===== src/hdl/smt_pkg.sv =====
package smt_pkg;

    // ---------------------------------------------------------------
    // Register byte offsets
    // ---------------------------------------------------------------
    localparam logic [7:0] OFS_CMD       = 8'h00;
    localparam logic [7:0] OFS_ACC       = 8'h04;
    localparam logic [7:0] OFS_STW       = 8'h08;
    localparam logic [7:0] OFS_HOST_STAT = 8'h0C;
    localparam logic [7:0] OFS_PORT_TWO  = 8'h10;
    localparam logic [7:0] OFS_MODE      = 8'h14;
    localparam logic [7:0] OFS_PAGE      = 8'h18;
    localparam logic [7:0] OFS_WREG_BASE = 8'h20;
    localparam logic [7:0] OFS_WREG_LAST = 8'h3C;

    // ---------------------------------------------------------------
    // Field positions
    // ---------------------------------------------------------------
    localparam int CMD_BUSY_BIT  = 16;
    localparam int CMD_BADOP_BIT = 17;
    localparam int STW_CARRY     = 7;
    localparam int STW_AUX_CARRY = 6;
    localparam int STW_USER_FLAG = 5;
    localparam int MODE_DMA_BIT  = 0;
    localparam int MODE_FLAG_BIT = 1;
    localparam int MODE_REQ_BIT  = 2;
    localparam int PT_OFULL_BIT  = 4;
    localparam int PT_IFULL_BIT  = 5;
    localparam int PT_REQ_BIT    = 6;
    localparam int PT_ACK_BIT    = 7;

    // ---------------------------------------------------------------
    // Sizes and reset values
    // ---------------------------------------------------------------
    localparam int         RAM_DEPTH     = 64;
    localparam int         RAM_AW        = 6;
    localparam logic [7:0] PT_RESET      = 8'hFF;
    localparam logic [6:0] SYNC_RESET    = 7'h7F;
    localparam logic [2:0] PAGE_THREE    = 3'h3;

    // ---------------------------------------------------------------
    // Opcodes and group masks
    // ---------------------------------------------------------------
    localparam logic [7:0] MASK_FULL     = 8'hFF;
    localparam logic [7:0] MASK_REG      = 8'hF8;
    localparam logic [7:0] MASK_IND      = 8'hFE;
    localparam logic [7:0] OP_MOV_A_IMM  = 8'h23;
    localparam logic [7:0] OP_MOV_A_R    = 8'hF8;
    localparam logic [7:0] OP_MOV_R_A    = 8'hA8;
    localparam logic [7:0] OP_MOV_R_IMM  = 8'hB8;
    localparam logic [7:0] OP_EXCH_R     = 8'h28;
    localparam logic [7:0] OP_EXCH_IND   = 8'h20;
    localparam logic [7:0] OP_MOV_A_IND  = 8'hF0;
    localparam logic [7:0] OP_MOV_IND_A  = 8'hA0;
    localparam logic [7:0] OP_MOV_IND_IM = 8'hB0;
    localparam logic [7:0] OP_PM_READ    = 8'hA3;
    localparam logic [7:0] OP_PM3_READ   = 8'hE3;
    localparam logic [7:0] OP_DIGIT_EXCH = 8'h30;
    localparam logic [7:0] OP_MOV_A_STW  = 8'hC7;
    localparam logic [7:0] OP_MOV_STW_A  = 8'hD7;
    localparam logic [7:0] OP_MOV_HST_A  = 8'h90;
    localparam logic [7:0] OP_CLR_C      = 8'h97;
    localparam logic [7:0] OP_CPL_C      = 8'hA7;
    localparam logic [7:0] OP_CLR_UFLAG  = 8'h85;
    localparam logic [7:0] OP_CPL_UFLAG  = 8'h95;
    localparam logic [7:0] OP_EN_DMA     = 8'hE5;
    localparam logic [7:0] OP_EN_FLAGS   = 8'hF5;

    typedef enum logic [1:0] {
        SEQ_IDLE,
        SEQ_FIRST,
        SEQ_SECOND
    } smt_seq_t;

endpackage


===== src/hdl/smt_transfer_core.sv =====
`timescale 1ns/1ps
module smt_transfer_core
    import smt_pkg::*;
(
    // Clock and reset
    input  wire logic        clk,
    input  wire logic        nrst,
    // AHB-Lite slave
    input  wire logic        hsel,
    input  wire logic [31:0] haddr,
    input  wire logic [1:0]  htrans,
    input  wire logic        hwrite,
    input  wire logic [2:0]  hsize,
    input  wire logic [31:0] hwdata,
    input  wire logic        hready,
    output logic      [31:0] hrdata,
    output logic             hreadyout,
    output logic             hresp,
    // Program memory
    output logic      [10:0] pmAddr,
    input  wire logic [7:0]  pmData,
    // Buffer flags from the host interface
    input  wire logic        outFull,
    input  wire logic        inFull,
    // Host bus strobes, pins
    input  wire logic        hostRdN,
    input  wire logic        hostWrN,
    input  wire logic        hostCsN,
    output logic             hostSelN,
    output logic      [7:0]  hostStatus,
    // Port two bits four to seven
    input  wire logic [3:0]  portTwoIn,
    output logic      [3:0]  portTwoOut,
    output logic      [3:0]  portTwoOe
);

    // ---------------------------------------------------------------
    // State
    // ---------------------------------------------------------------
    typedef struct packed {
        smt_seq_t                   seq;
        logic [7:0]                 opcode;
        logic [7:0]                 operand;
        logic                       badOp;
        logic [7:0]                 acc;
        logic [7:0]                 statusWord;
        logic [3:0]                 stHigh;
        logic [7:0][7:0]            wreg;
        logic [RAM_DEPTH-1:0][7:0]  ram;
        logic [7:0]                 ptLatch;
        logic [2:0]                 page;
        logic                       dmaMode;
        logic                       flagMode;
        logic                       dmaReq;
        logic [10:0]                pmAddr;
        logic [6:0]                 sync1;
        logic [6:0]                 sync2;
        logic [6:0]                 sync3;
        logic [6:0]                 pins;
        logic                       wrPend;
        logic                       wrHit;
        logic [7:0]                 wrAddr;
        logic [31:0]                hrdata;
    } smt_core_t;

    smt_core_t stateReg;
    smt_core_t stateNext;

    // ---------------------------------------------------------------
    // Helpers
    // ---------------------------------------------------------------
    function automatic logic opHit(input logic [7:0] op, input logic [7:0] base, input logic [7:0] mask);
        return (op & mask) == base;
    endfunction

    function automatic logic [31:0] readWord(input smt_core_t s, input logic hit, input logic [7:0] a,
                                             input logic ofull, input logic ifull);
        logic [31:0] w;
        w = 32'h0000_0000;
        if (hit) begin
            if (a == OFS_CMD) begin
                w[15:0]          = {s.operand, s.opcode};
                w[CMD_BUSY_BIT]  = (s.seq != SEQ_IDLE);
                w[CMD_BADOP_BIT] = s.badOp;
            end else if (a == OFS_ACC) begin
                w[7:0] = s.acc;
            end else if (a == OFS_STW) begin
                w[7:0] = s.statusWord;
            end else if (a == OFS_HOST_STAT) begin
                w[7:0] = {s.stHigh, 1'b0, s.statusWord[STW_USER_FLAG], ifull, ofull};
            end else if (a == OFS_PORT_TWO) begin
                w[11:0] = {s.pins[3:0], s.ptLatch};
            end else if (a == OFS_MODE) begin
                w[MODE_DMA_BIT]  = s.dmaMode;
                w[MODE_FLAG_BIT] = s.flagMode;
                w[MODE_REQ_BIT]  = s.dmaReq;
            end else if (a == OFS_PAGE) begin
                w[2:0] = s.page;
            end else if (a >= OFS_WREG_BASE && a <= OFS_WREG_LAST) begin
                w[7:0] = s.wreg[a[4:2]];
            end
        end
        return w;
    endfunction

    // ---------------------------------------------------------------
    // Next state
    // ---------------------------------------------------------------
    always_comb begin
        logic [7:0]        op;
        logic [2:0]        rIdx;
        logic [RAM_AW-1:0] ptr;
        logic [7:0]        tmp;
        logic              ackCycle;
        logic              reqSet;
        logic              accessOk;
        logic              isTwoCycle;

        stateNext  = stateReg;
        op         = stateReg.opcode;
        rIdx       = op[2:0];
        ptr        = stateReg.wreg[{2'b00, op[0]}][RAM_AW-1:0];
        tmp        = 8'h00;
        reqSet     = 1'b0;
        ackCycle   = 1'b0;
        accessOk   = 1'b0;
        isTwoCycle = opHit(op, OP_MOV_A_IMM, MASK_FULL) | opHit(op, OP_MOV_R_IMM, MASK_REG) |
                     opHit(op, OP_MOV_IND_IM, MASK_IND) | opHit(op, OP_PM_READ, MASK_FULL) |
                     opHit(op, OP_PM3_READ, MASK_FULL);

        // Pins: three stages, a level counts once stages two and three agree
        stateNext.sync1 = {hostCsN, hostWrN, hostRdN, portTwoIn};
        stateNext.sync2 = stateReg.sync1;
        stateNext.sync3 = stateReg.sync2;
        stateNext.pins  = (~(stateReg.sync2 ^ stateReg.sync3) & stateReg.sync3) |
                          ((stateReg.sync2 ^ stateReg.sync3) & stateReg.pins);

        // -----------------------------------------------------------
        // Instruction sequencer
        // -----------------------------------------------------------
        case (stateReg.seq)
            SEQ_IDLE: begin
            end
            SEQ_FIRST: begin
                stateNext.seq = SEQ_IDLE;
                if (isTwoCycle) begin
                    stateNext.seq = SEQ_SECOND;
                    if (opHit(op, OP_PM_READ, MASK_FULL))
                        stateNext.pmAddr = {stateReg.page, stateReg.acc};
                    else if (opHit(op, OP_PM3_READ, MASK_FULL))
                        stateNext.pmAddr = {PAGE_THREE, stateReg.acc};
                end else if (opHit(op, OP_MOV_A_R, MASK_REG)) begin
                    stateNext.acc = stateReg.wreg[rIdx];
                end else if (opHit(op, OP_MOV_R_A, MASK_REG)) begin
                    stateNext.wreg[rIdx] = stateReg.acc;
                end else if (opHit(op, OP_EXCH_R, MASK_REG)) begin
                    stateNext.acc        = stateReg.wreg[rIdx];
                    stateNext.wreg[rIdx] = stateReg.acc;
                end else if (opHit(op, OP_EXCH_IND, MASK_IND)) begin
                    stateNext.acc      = stateReg.ram[ptr];
                    stateNext.ram[ptr] = stateReg.acc;
                end else if (opHit(op, OP_MOV_A_IND, MASK_IND)) begin
                    stateNext.acc = stateReg.ram[ptr];
                end else if (opHit(op, OP_MOV_IND_A, MASK_IND)) begin
                    stateNext.ram[ptr] = stateReg.acc;
                end else if (opHit(op, OP_DIGIT_EXCH, MASK_IND)) begin
                    tmp                = stateReg.ram[ptr];
                    stateNext.acc      = {stateReg.acc[7:4], tmp[3:0]};
                    stateNext.ram[ptr] = {tmp[7:4], stateReg.acc[3:0]};
                end else if (opHit(op, OP_MOV_A_STW, MASK_FULL)) begin
                    stateNext.acc = stateReg.statusWord;
                end else if (opHit(op, OP_MOV_STW_A, MASK_FULL)) begin
                    // Carry and aux carry land at bits seven and six with the rest
                    stateNext.statusWord = stateReg.acc;
                end else if (opHit(op, OP_MOV_HST_A, MASK_FULL)) begin
                    stateNext.stHigh = stateReg.acc[7:4];
                end else if (opHit(op, OP_CLR_C, MASK_FULL)) begin
                    stateNext.statusWord[STW_CARRY] = 1'b0;
                end else if (opHit(op, OP_CPL_C, MASK_FULL)) begin
                    stateNext.statusWord[STW_CARRY] = ~stateReg.statusWord[STW_CARRY];
                end else if (opHit(op, OP_CLR_UFLAG, MASK_FULL)) begin
                    stateNext.statusWord[STW_USER_FLAG] = 1'b0;
                end else if (opHit(op, OP_CPL_UFLAG, MASK_FULL)) begin
                    stateNext.statusWord[STW_USER_FLAG] = ~stateReg.statusWord[STW_USER_FLAG];
                end else if (opHit(op, OP_EN_DMA, MASK_FULL)) begin
                    stateNext.dmaMode = 1'b1;
                end else if (opHit(op, OP_EN_FLAGS, MASK_FULL)) begin
                    stateNext.flagMode = 1'b1;
                end else begin
                    // Other groups belong to other units of the core
                    stateNext.badOp = 1'b1;
                end
            end
            SEQ_SECOND: begin
                stateNext.seq = SEQ_IDLE;
                if (opHit(op, OP_MOV_A_IMM, MASK_FULL))
                    stateNext.acc = stateReg.operand;
                else if (opHit(op, OP_MOV_R_IMM, MASK_REG))
                    stateNext.wreg[rIdx] = stateReg.operand;
                else if (opHit(op, OP_MOV_IND_IM, MASK_IND))
                    stateNext.ram[ptr] = stateReg.operand;
                else
                    stateNext.acc = pmData;
            end
            default: begin
                stateNext.seq = SEQ_IDLE;
            end
        endcase

        // -----------------------------------------------------------
        // Bus write data phase; ignored while an instruction runs
        // -----------------------------------------------------------
        accessOk = stateReg.wrPend & stateReg.wrHit & (stateReg.seq == SEQ_IDLE);
        if (accessOk) begin
            if (stateReg.wrAddr == OFS_CMD) begin
                stateNext.opcode  = hwdata[7:0];
                stateNext.operand = hwdata[15:8];
                stateNext.badOp   = 1'b0;
                stateNext.seq     = SEQ_FIRST;
            end else if (stateReg.wrAddr == OFS_ACC) begin
                stateNext.acc = hwdata[7:0];
            end else if (stateReg.wrAddr == OFS_STW) begin
                stateNext.statusWord = hwdata[7:0];
            end else if (stateReg.wrAddr == OFS_PORT_TWO) begin
                stateNext.ptLatch = hwdata[7:0];
                reqSet = stateReg.dmaMode & hwdata[PT_REQ_BIT];
            end else if (stateReg.wrAddr == OFS_PAGE) begin
                stateNext.page = hwdata[2:0];
            end else if (stateReg.wrAddr >= OFS_WREG_BASE && stateReg.wrAddr <= OFS_WREG_LAST) begin
                stateNext.wreg[stateReg.wrAddr[4:2]] = hwdata[7:0];
            end
        end

        // -----------------------------------------------------------
        // DMA request: a new request wins over a same-cycle drop
        // -----------------------------------------------------------
        ackCycle = stateReg.dmaMode & ~stateReg.pins[PT_ACK_BIT - 4] &
                   (~stateReg.pins[4] | ~stateReg.pins[5]);
        if (ackCycle | (stateReg.seq == SEQ_FIRST && opHit(op, OP_EN_DMA, MASK_FULL)))
            stateNext.dmaReq = 1'b0;
        if (reqSet)
            stateNext.dmaReq = 1'b1;

        // -----------------------------------------------------------
        // Bus address phase; read data sampled after this edge's updates
        // -----------------------------------------------------------
        stateNext.wrPend = 1'b0;
        if (hsel & hready & htrans[1]) begin
            stateNext.wrPend = hwrite;
            stateNext.wrHit  = (haddr[31:8] == 24'h00_0000) & (haddr[1:0] == 2'b00);
            stateNext.wrAddr = haddr[7:0];
            if (!hwrite)
                stateNext.hrdata = readWord(stateNext,
                                            (haddr[31:8] == 24'h00_0000) & (haddr[1:0] == 2'b00),
                                            haddr[7:0], outFull, inFull);
        end
    end

    // ---------------------------------------------------------------
    // Registers
    // ---------------------------------------------------------------
    always_ff @(posedge clk or negedge nrst) begin
        if (!nrst) begin
            stateReg          <= '0;
            stateReg.seq      <= SEQ_IDLE;
            stateReg.ptLatch  <= PT_RESET;
            stateReg.sync1    <= SYNC_RESET;
            stateReg.sync2    <= SYNC_RESET;
            stateReg.sync3    <= SYNC_RESET;
            stateReg.pins     <= SYNC_RESET;
        end else begin
            stateReg <= stateNext;
        end
    end

    // ---------------------------------------------------------------
    // Outputs
    // ---------------------------------------------------------------
    assign hrdata    = stateReg.hrdata;
    assign hreadyout = 1'b1;
    assign hresp     = 1'b0;
    assign pmAddr    = stateReg.pmAddr;

    // Acknowledge replaces chip select for buffer access in DMA mode
    assign hostSelN = stateReg.dmaMode ? stateReg.pins[PT_ACK_BIT - 4] : stateReg.pins[6];

    assign hostStatus = {stateReg.stHigh, 1'b0, stateReg.statusWord[STW_USER_FLAG], inFull, outFull};

    // Plain mode is quasi-bidirectional: a latched zero pulls low,
    // a latched one leaves the pin free to be read as an input.
    always_comb begin
        portTwoOut = stateReg.ptLatch[7:4];
        portTwoOe  = ~stateReg.ptLatch[7:4];
        if (stateReg.flagMode) begin
            portTwoOut[0] = outFull & stateReg.ptLatch[PT_OFULL_BIT];
            portTwoOut[1] = inFull & stateReg.ptLatch[PT_IFULL_BIT];
            portTwoOe[1:0] = 2'b11;
        end
        if (stateReg.dmaMode) begin
            portTwoOut[2] = stateReg.dmaReq;
            portTwoOe[2]  = 1'b1;
            portTwoOut[3] = 1'b0;
            portTwoOe[3]  = 1'b0;
        end
    end

endmodule


===== config.mk =====
export PLATFORM = sky130hd
export DESIGN_NAME = smt_transfer_core
export DESIGN_NICKNAME = d
export VERILOG_FILES = /design/src/hdl/smt_pkg.sv /design/src/hdl/smt_transfer_core.sv
export SDC_FILE = /design/constraint.sdc
export NUM_CORES = 2
export LEC_CHECK = 0
export BUFFER_PORTS_ARGS = -buffer_cell sky130_fd_sc_hd__buf_4
export CAP_MARGIN = 15
export CELL_PAD_IN_SITES_DETAIL_PLACEMENT = 1
export CELL_PAD_IN_SITES_GLOBAL_PLACEMENT = 2
export CORE_MARGIN = 5
export CORE_UTILIZATION = 35
export CTS_CLUSTER_SIZE = 30
export DETAILED_ROUTE_END_ITERATION = 8
export HOLD_SLACK_MARGIN = 0.08
export PLACE_DENSITY = 0.71
export SYNTH_ARGS = -nofsm -noshare
export SYNTH_HDL_FRONTEND = slang
export SYNTH_SLANG_ARGS = --single-unit
export TNS_END_PERCENT = 5

===== constraint.sdc =====
create_clock -name clk -period 3.2 [get_ports clk]
set_input_delay 0.32 -clock clk [delete_from_list [all_inputs] [get_ports clk]]
set_output_delay 0.32 -clock clk [all_outputs]
set_load 0.03 [all_outputs]

==> metrics.csv <==
metric;value;unit
netlist_top_cells_area;dfrtp_1 (41%), nand2_1 (5.8%), a22oi_1 (5.3%);
die_h;349.6;µm
fp-row-count;124;
synth_edf_count;0;
slew-limit-headroom;24.15;%
post_synth_num_cell_types;114;
grt.met3_usage;5.312;%
yosysWarnings;0;
worst_setup_path_start_kind;flop;
nFillCells;13010;
clock_sinks;696;
grt_first_pass_wirelength;327.5;mm
layout-drive-gt1-share;30.81;%
fmax;276.3;MHz
cts_tree;done;
final-seq-area;0.01747;mm²
rsz0062_at_grt;yes;
path_class;reg2reg;
grt_max_degree;170;
ys.flop_type;dfrtp_1;
grt_pass1_vias;45170;
p_leak;22.97;nW
drc;0;
grtUsageTotal;36.11;%
wirelength;226.3;mm
vdd_drop_max;402.9;µV
slew_violations;0;
clk_pin_slew;0.07;ns
violations;setup timing;
async_flop_share;100.0;%
multi_input_area;0.02198;mm²
die_w;349.6;µm
hold_slack;0.1274;ns
crit_slowest_cell;dfrtp_4;
tightestPinTransition;1.138;ns
period_minus_slack;3.620;ns
die_area;0.1222;mm²
cpPeakStageDelay;0.53;ns
htreeDepth;3;
power_density;382.8;mW/mm²
viasPerCell;6.353;
fin_nets;5454;
hold_class;in2reg;
core_region_area;0.1145;mm²
finalSetupTns;-53.18;ns
clk_latency;0.71;ns
instances_no_fill;6946;
synth_top_area_cell;dfrtp_1;
critPathMaxFanout;8;
ys_seq_area_share;43.25;%
ioPinCount;153;
cts_root_buf;clkbuf_16;
numPlacedInstances;6689;
fin_ws;-0.4195;ns
hpwlAfterDp;164.7;mm
netlist_instances;4565;
gr-usage-met1;45.99;%
ant_nets;0;
setup_viol;265;
drtPass1Iterations;5;
required;3.79;ns
grt-ovfl-total;0;
synth_area;0.04037;mm²
ys_top_cells_by_count;dfrtp_1 (660), nand2_1 (629), nor2_1 (349), o21ai_0 (341), a22oi_1 (286);
start_util;35.26;%
avgSynthCellArea;8.844;µm²
dp_slack;-0.6886;ns
crit_path_end_kind;flop;
antenna_found_initial;2;
status;finished, violations left;
crit_top_cell;buf_6;
maxCapViolations;0;
drt-initial-drc-count;4473;
num_vias;44130;
final.period_utilization;113.1;%
yosysMostFrequentCell;dfrtp_1;
worstPathArrival;4.21;ns
clock_path_buffers;3;
hold_viol;0;
cts_buffers;88;
use_met2;57.73;%
gr-max-usage-layer;met2;
skew;0.04374;ns
routabilityCongestion;1.001;
synth_top_area_share;40.91;%
numPortBuffers;115;
wl_per_cell;32.58;µm
synth_seq_cells;696;
areaGrowthSynthToFinish;36.49;%
crit_chain;buf_12 > mux2_4 > buf_6 > buf_6 > or4_4 > o221ai_2 > o31a_1 > a2111oi_4 > a41oi_4 > buf_6 > o21ai_4 > buf_8 > buf_6 > o311ai_4 > o21ai_2;
==> sequential cells by signal (all words and copies together) (netlist names), named ones only <==
signal / flops
stateReg: 645
hrdata: 18
stateNext: 14
pmAddr: 11
hostStatus: 5
==> cell usage in the layout (no fill, tap or decap), types with 19 or more instances in the layout <==
cell type	n
o211ai_1	29
dfstp_2	36
o21ai_1	231
nor2_1	311
a22o_1	118
nand2b_1	19
o21ai_2	20
nor4_1	23
a21oi_1	175
a32oi_1	39
buf_4	940
dlygate4sd3_1	29
mux2_2	84
or3_1	19
nand4_1	22
nand2_1	622
and2_1	22
o221ai_1	40
a22oi_1	278
buf_12	110
o21ai_0	318
inv_1	61
dfrtp_1	655
o22ai_1	86
clkbuf_16	90
nor2_2	29
a32o_1	25
a31oi_1	51
nand3_1	65
a221o_1	27
nor3_1	79
a211oi_1	36
buf_6	43
clkinv_2	25
mux2i_1	56
==> timing repair <==
action                     4_1_cts  5_1_grt
pin swaps                       77       64
hold endpoints to repair       220        0
buffers inserted                44       18
setup endpoints to repair      525      525
hold buffers                    29        0
resized for setup              219      154
cloned                           7        0
==> final cells by class <==
cell class                      count  share of cell area [%]
Clock buffer                      112                   4.510
Tap cell                         1512                   3.433
Sequential cell                   696                   31.71
Multi-Input combinational cell   3366                   39.88
Timing Repair Buffer             1144                   19.00
Clock inverter                     51                   1.015
Antenna cell                        1                0.004541
Inverter                           64                  0.4496
==> per-layer routing <==
metal,share of wire (%),up-vias
met4,7.7,4
li1,-,18710
met5,0.015,-
met2,46,2064
met1,40,22730
met3,6.6,620
==> per-stage QoR <==
step,total power [mW],instance area (µm²),util (%)
6_report,21.09,55100,48.12
5_1_grt,21.68,55100,48.12
4_1_cts,21.17,54230,47.37
3_5_place_dp,10.40,49430,43.17
3_3_place_gp,10.39,49410,43.16
2_1_floorplan,9.571,40430,-
==> cell families (layout without fill, tap and decap cells) <==
kind of cell | count (synthesis) | in the layout | synth area share (%)
adder cells (fa/ha/maj) | 10 | 10 | 0.2666
flip-flops | 696 | 696 | 43.25
XOR/XNOR | 2 | 2 | 0.04340
other | 2 | 18 | 0.01860
AND/OR/NAND/NOR | 1387 | 1387 | 15.56
buffers and inverters | 520 | 1371 | 5.960
multiplexers | 171 | 173 | 5.039
AO/OA/AOI/OAI | 1777 | 1777 | 29.86
==> final timing paths <==
path                                      end     startpoint  depth (start not counted)  slack (ns)
worst max-delay path            stateReg[549]  stateReg[700]                         15       -0.42
worst min-delay path            stateReg[626]      hwdata[3]                          3        0.13
worst max register to register  stateReg[549]  stateReg[700]                         15       -0.42
worst min register to register  stateNext[49]  stateNext[56]                          0        0.36
max in group asynchronous       stateReg[234]           nrst                          3        1.98
min in group asynchronous       stateReg[370]           nrst                          2        0.17
==> where the power goes <==
part | switching [mW] | leakage (nW) | internal (mW)
logic | 0.883 | 12.0 | 0.531
clock network | 4.49 | 1.52 | 6.19
registers | 0.0895 | 9.42 | 8.90
total | 5.46 | 23.0 | 15.6
==> critical path: cells and delay by family, from the launching register on <==
kind                   cells  cell delay, ns
multiplexers               1            0.43
flip-flops                 1            0.53
AO/OA/AOI/OAI              7            1.17
buffers and inverters      6            0.91
AND/OR/NAND/NOR            1            0.50
(Power assumes the default switching activity.)
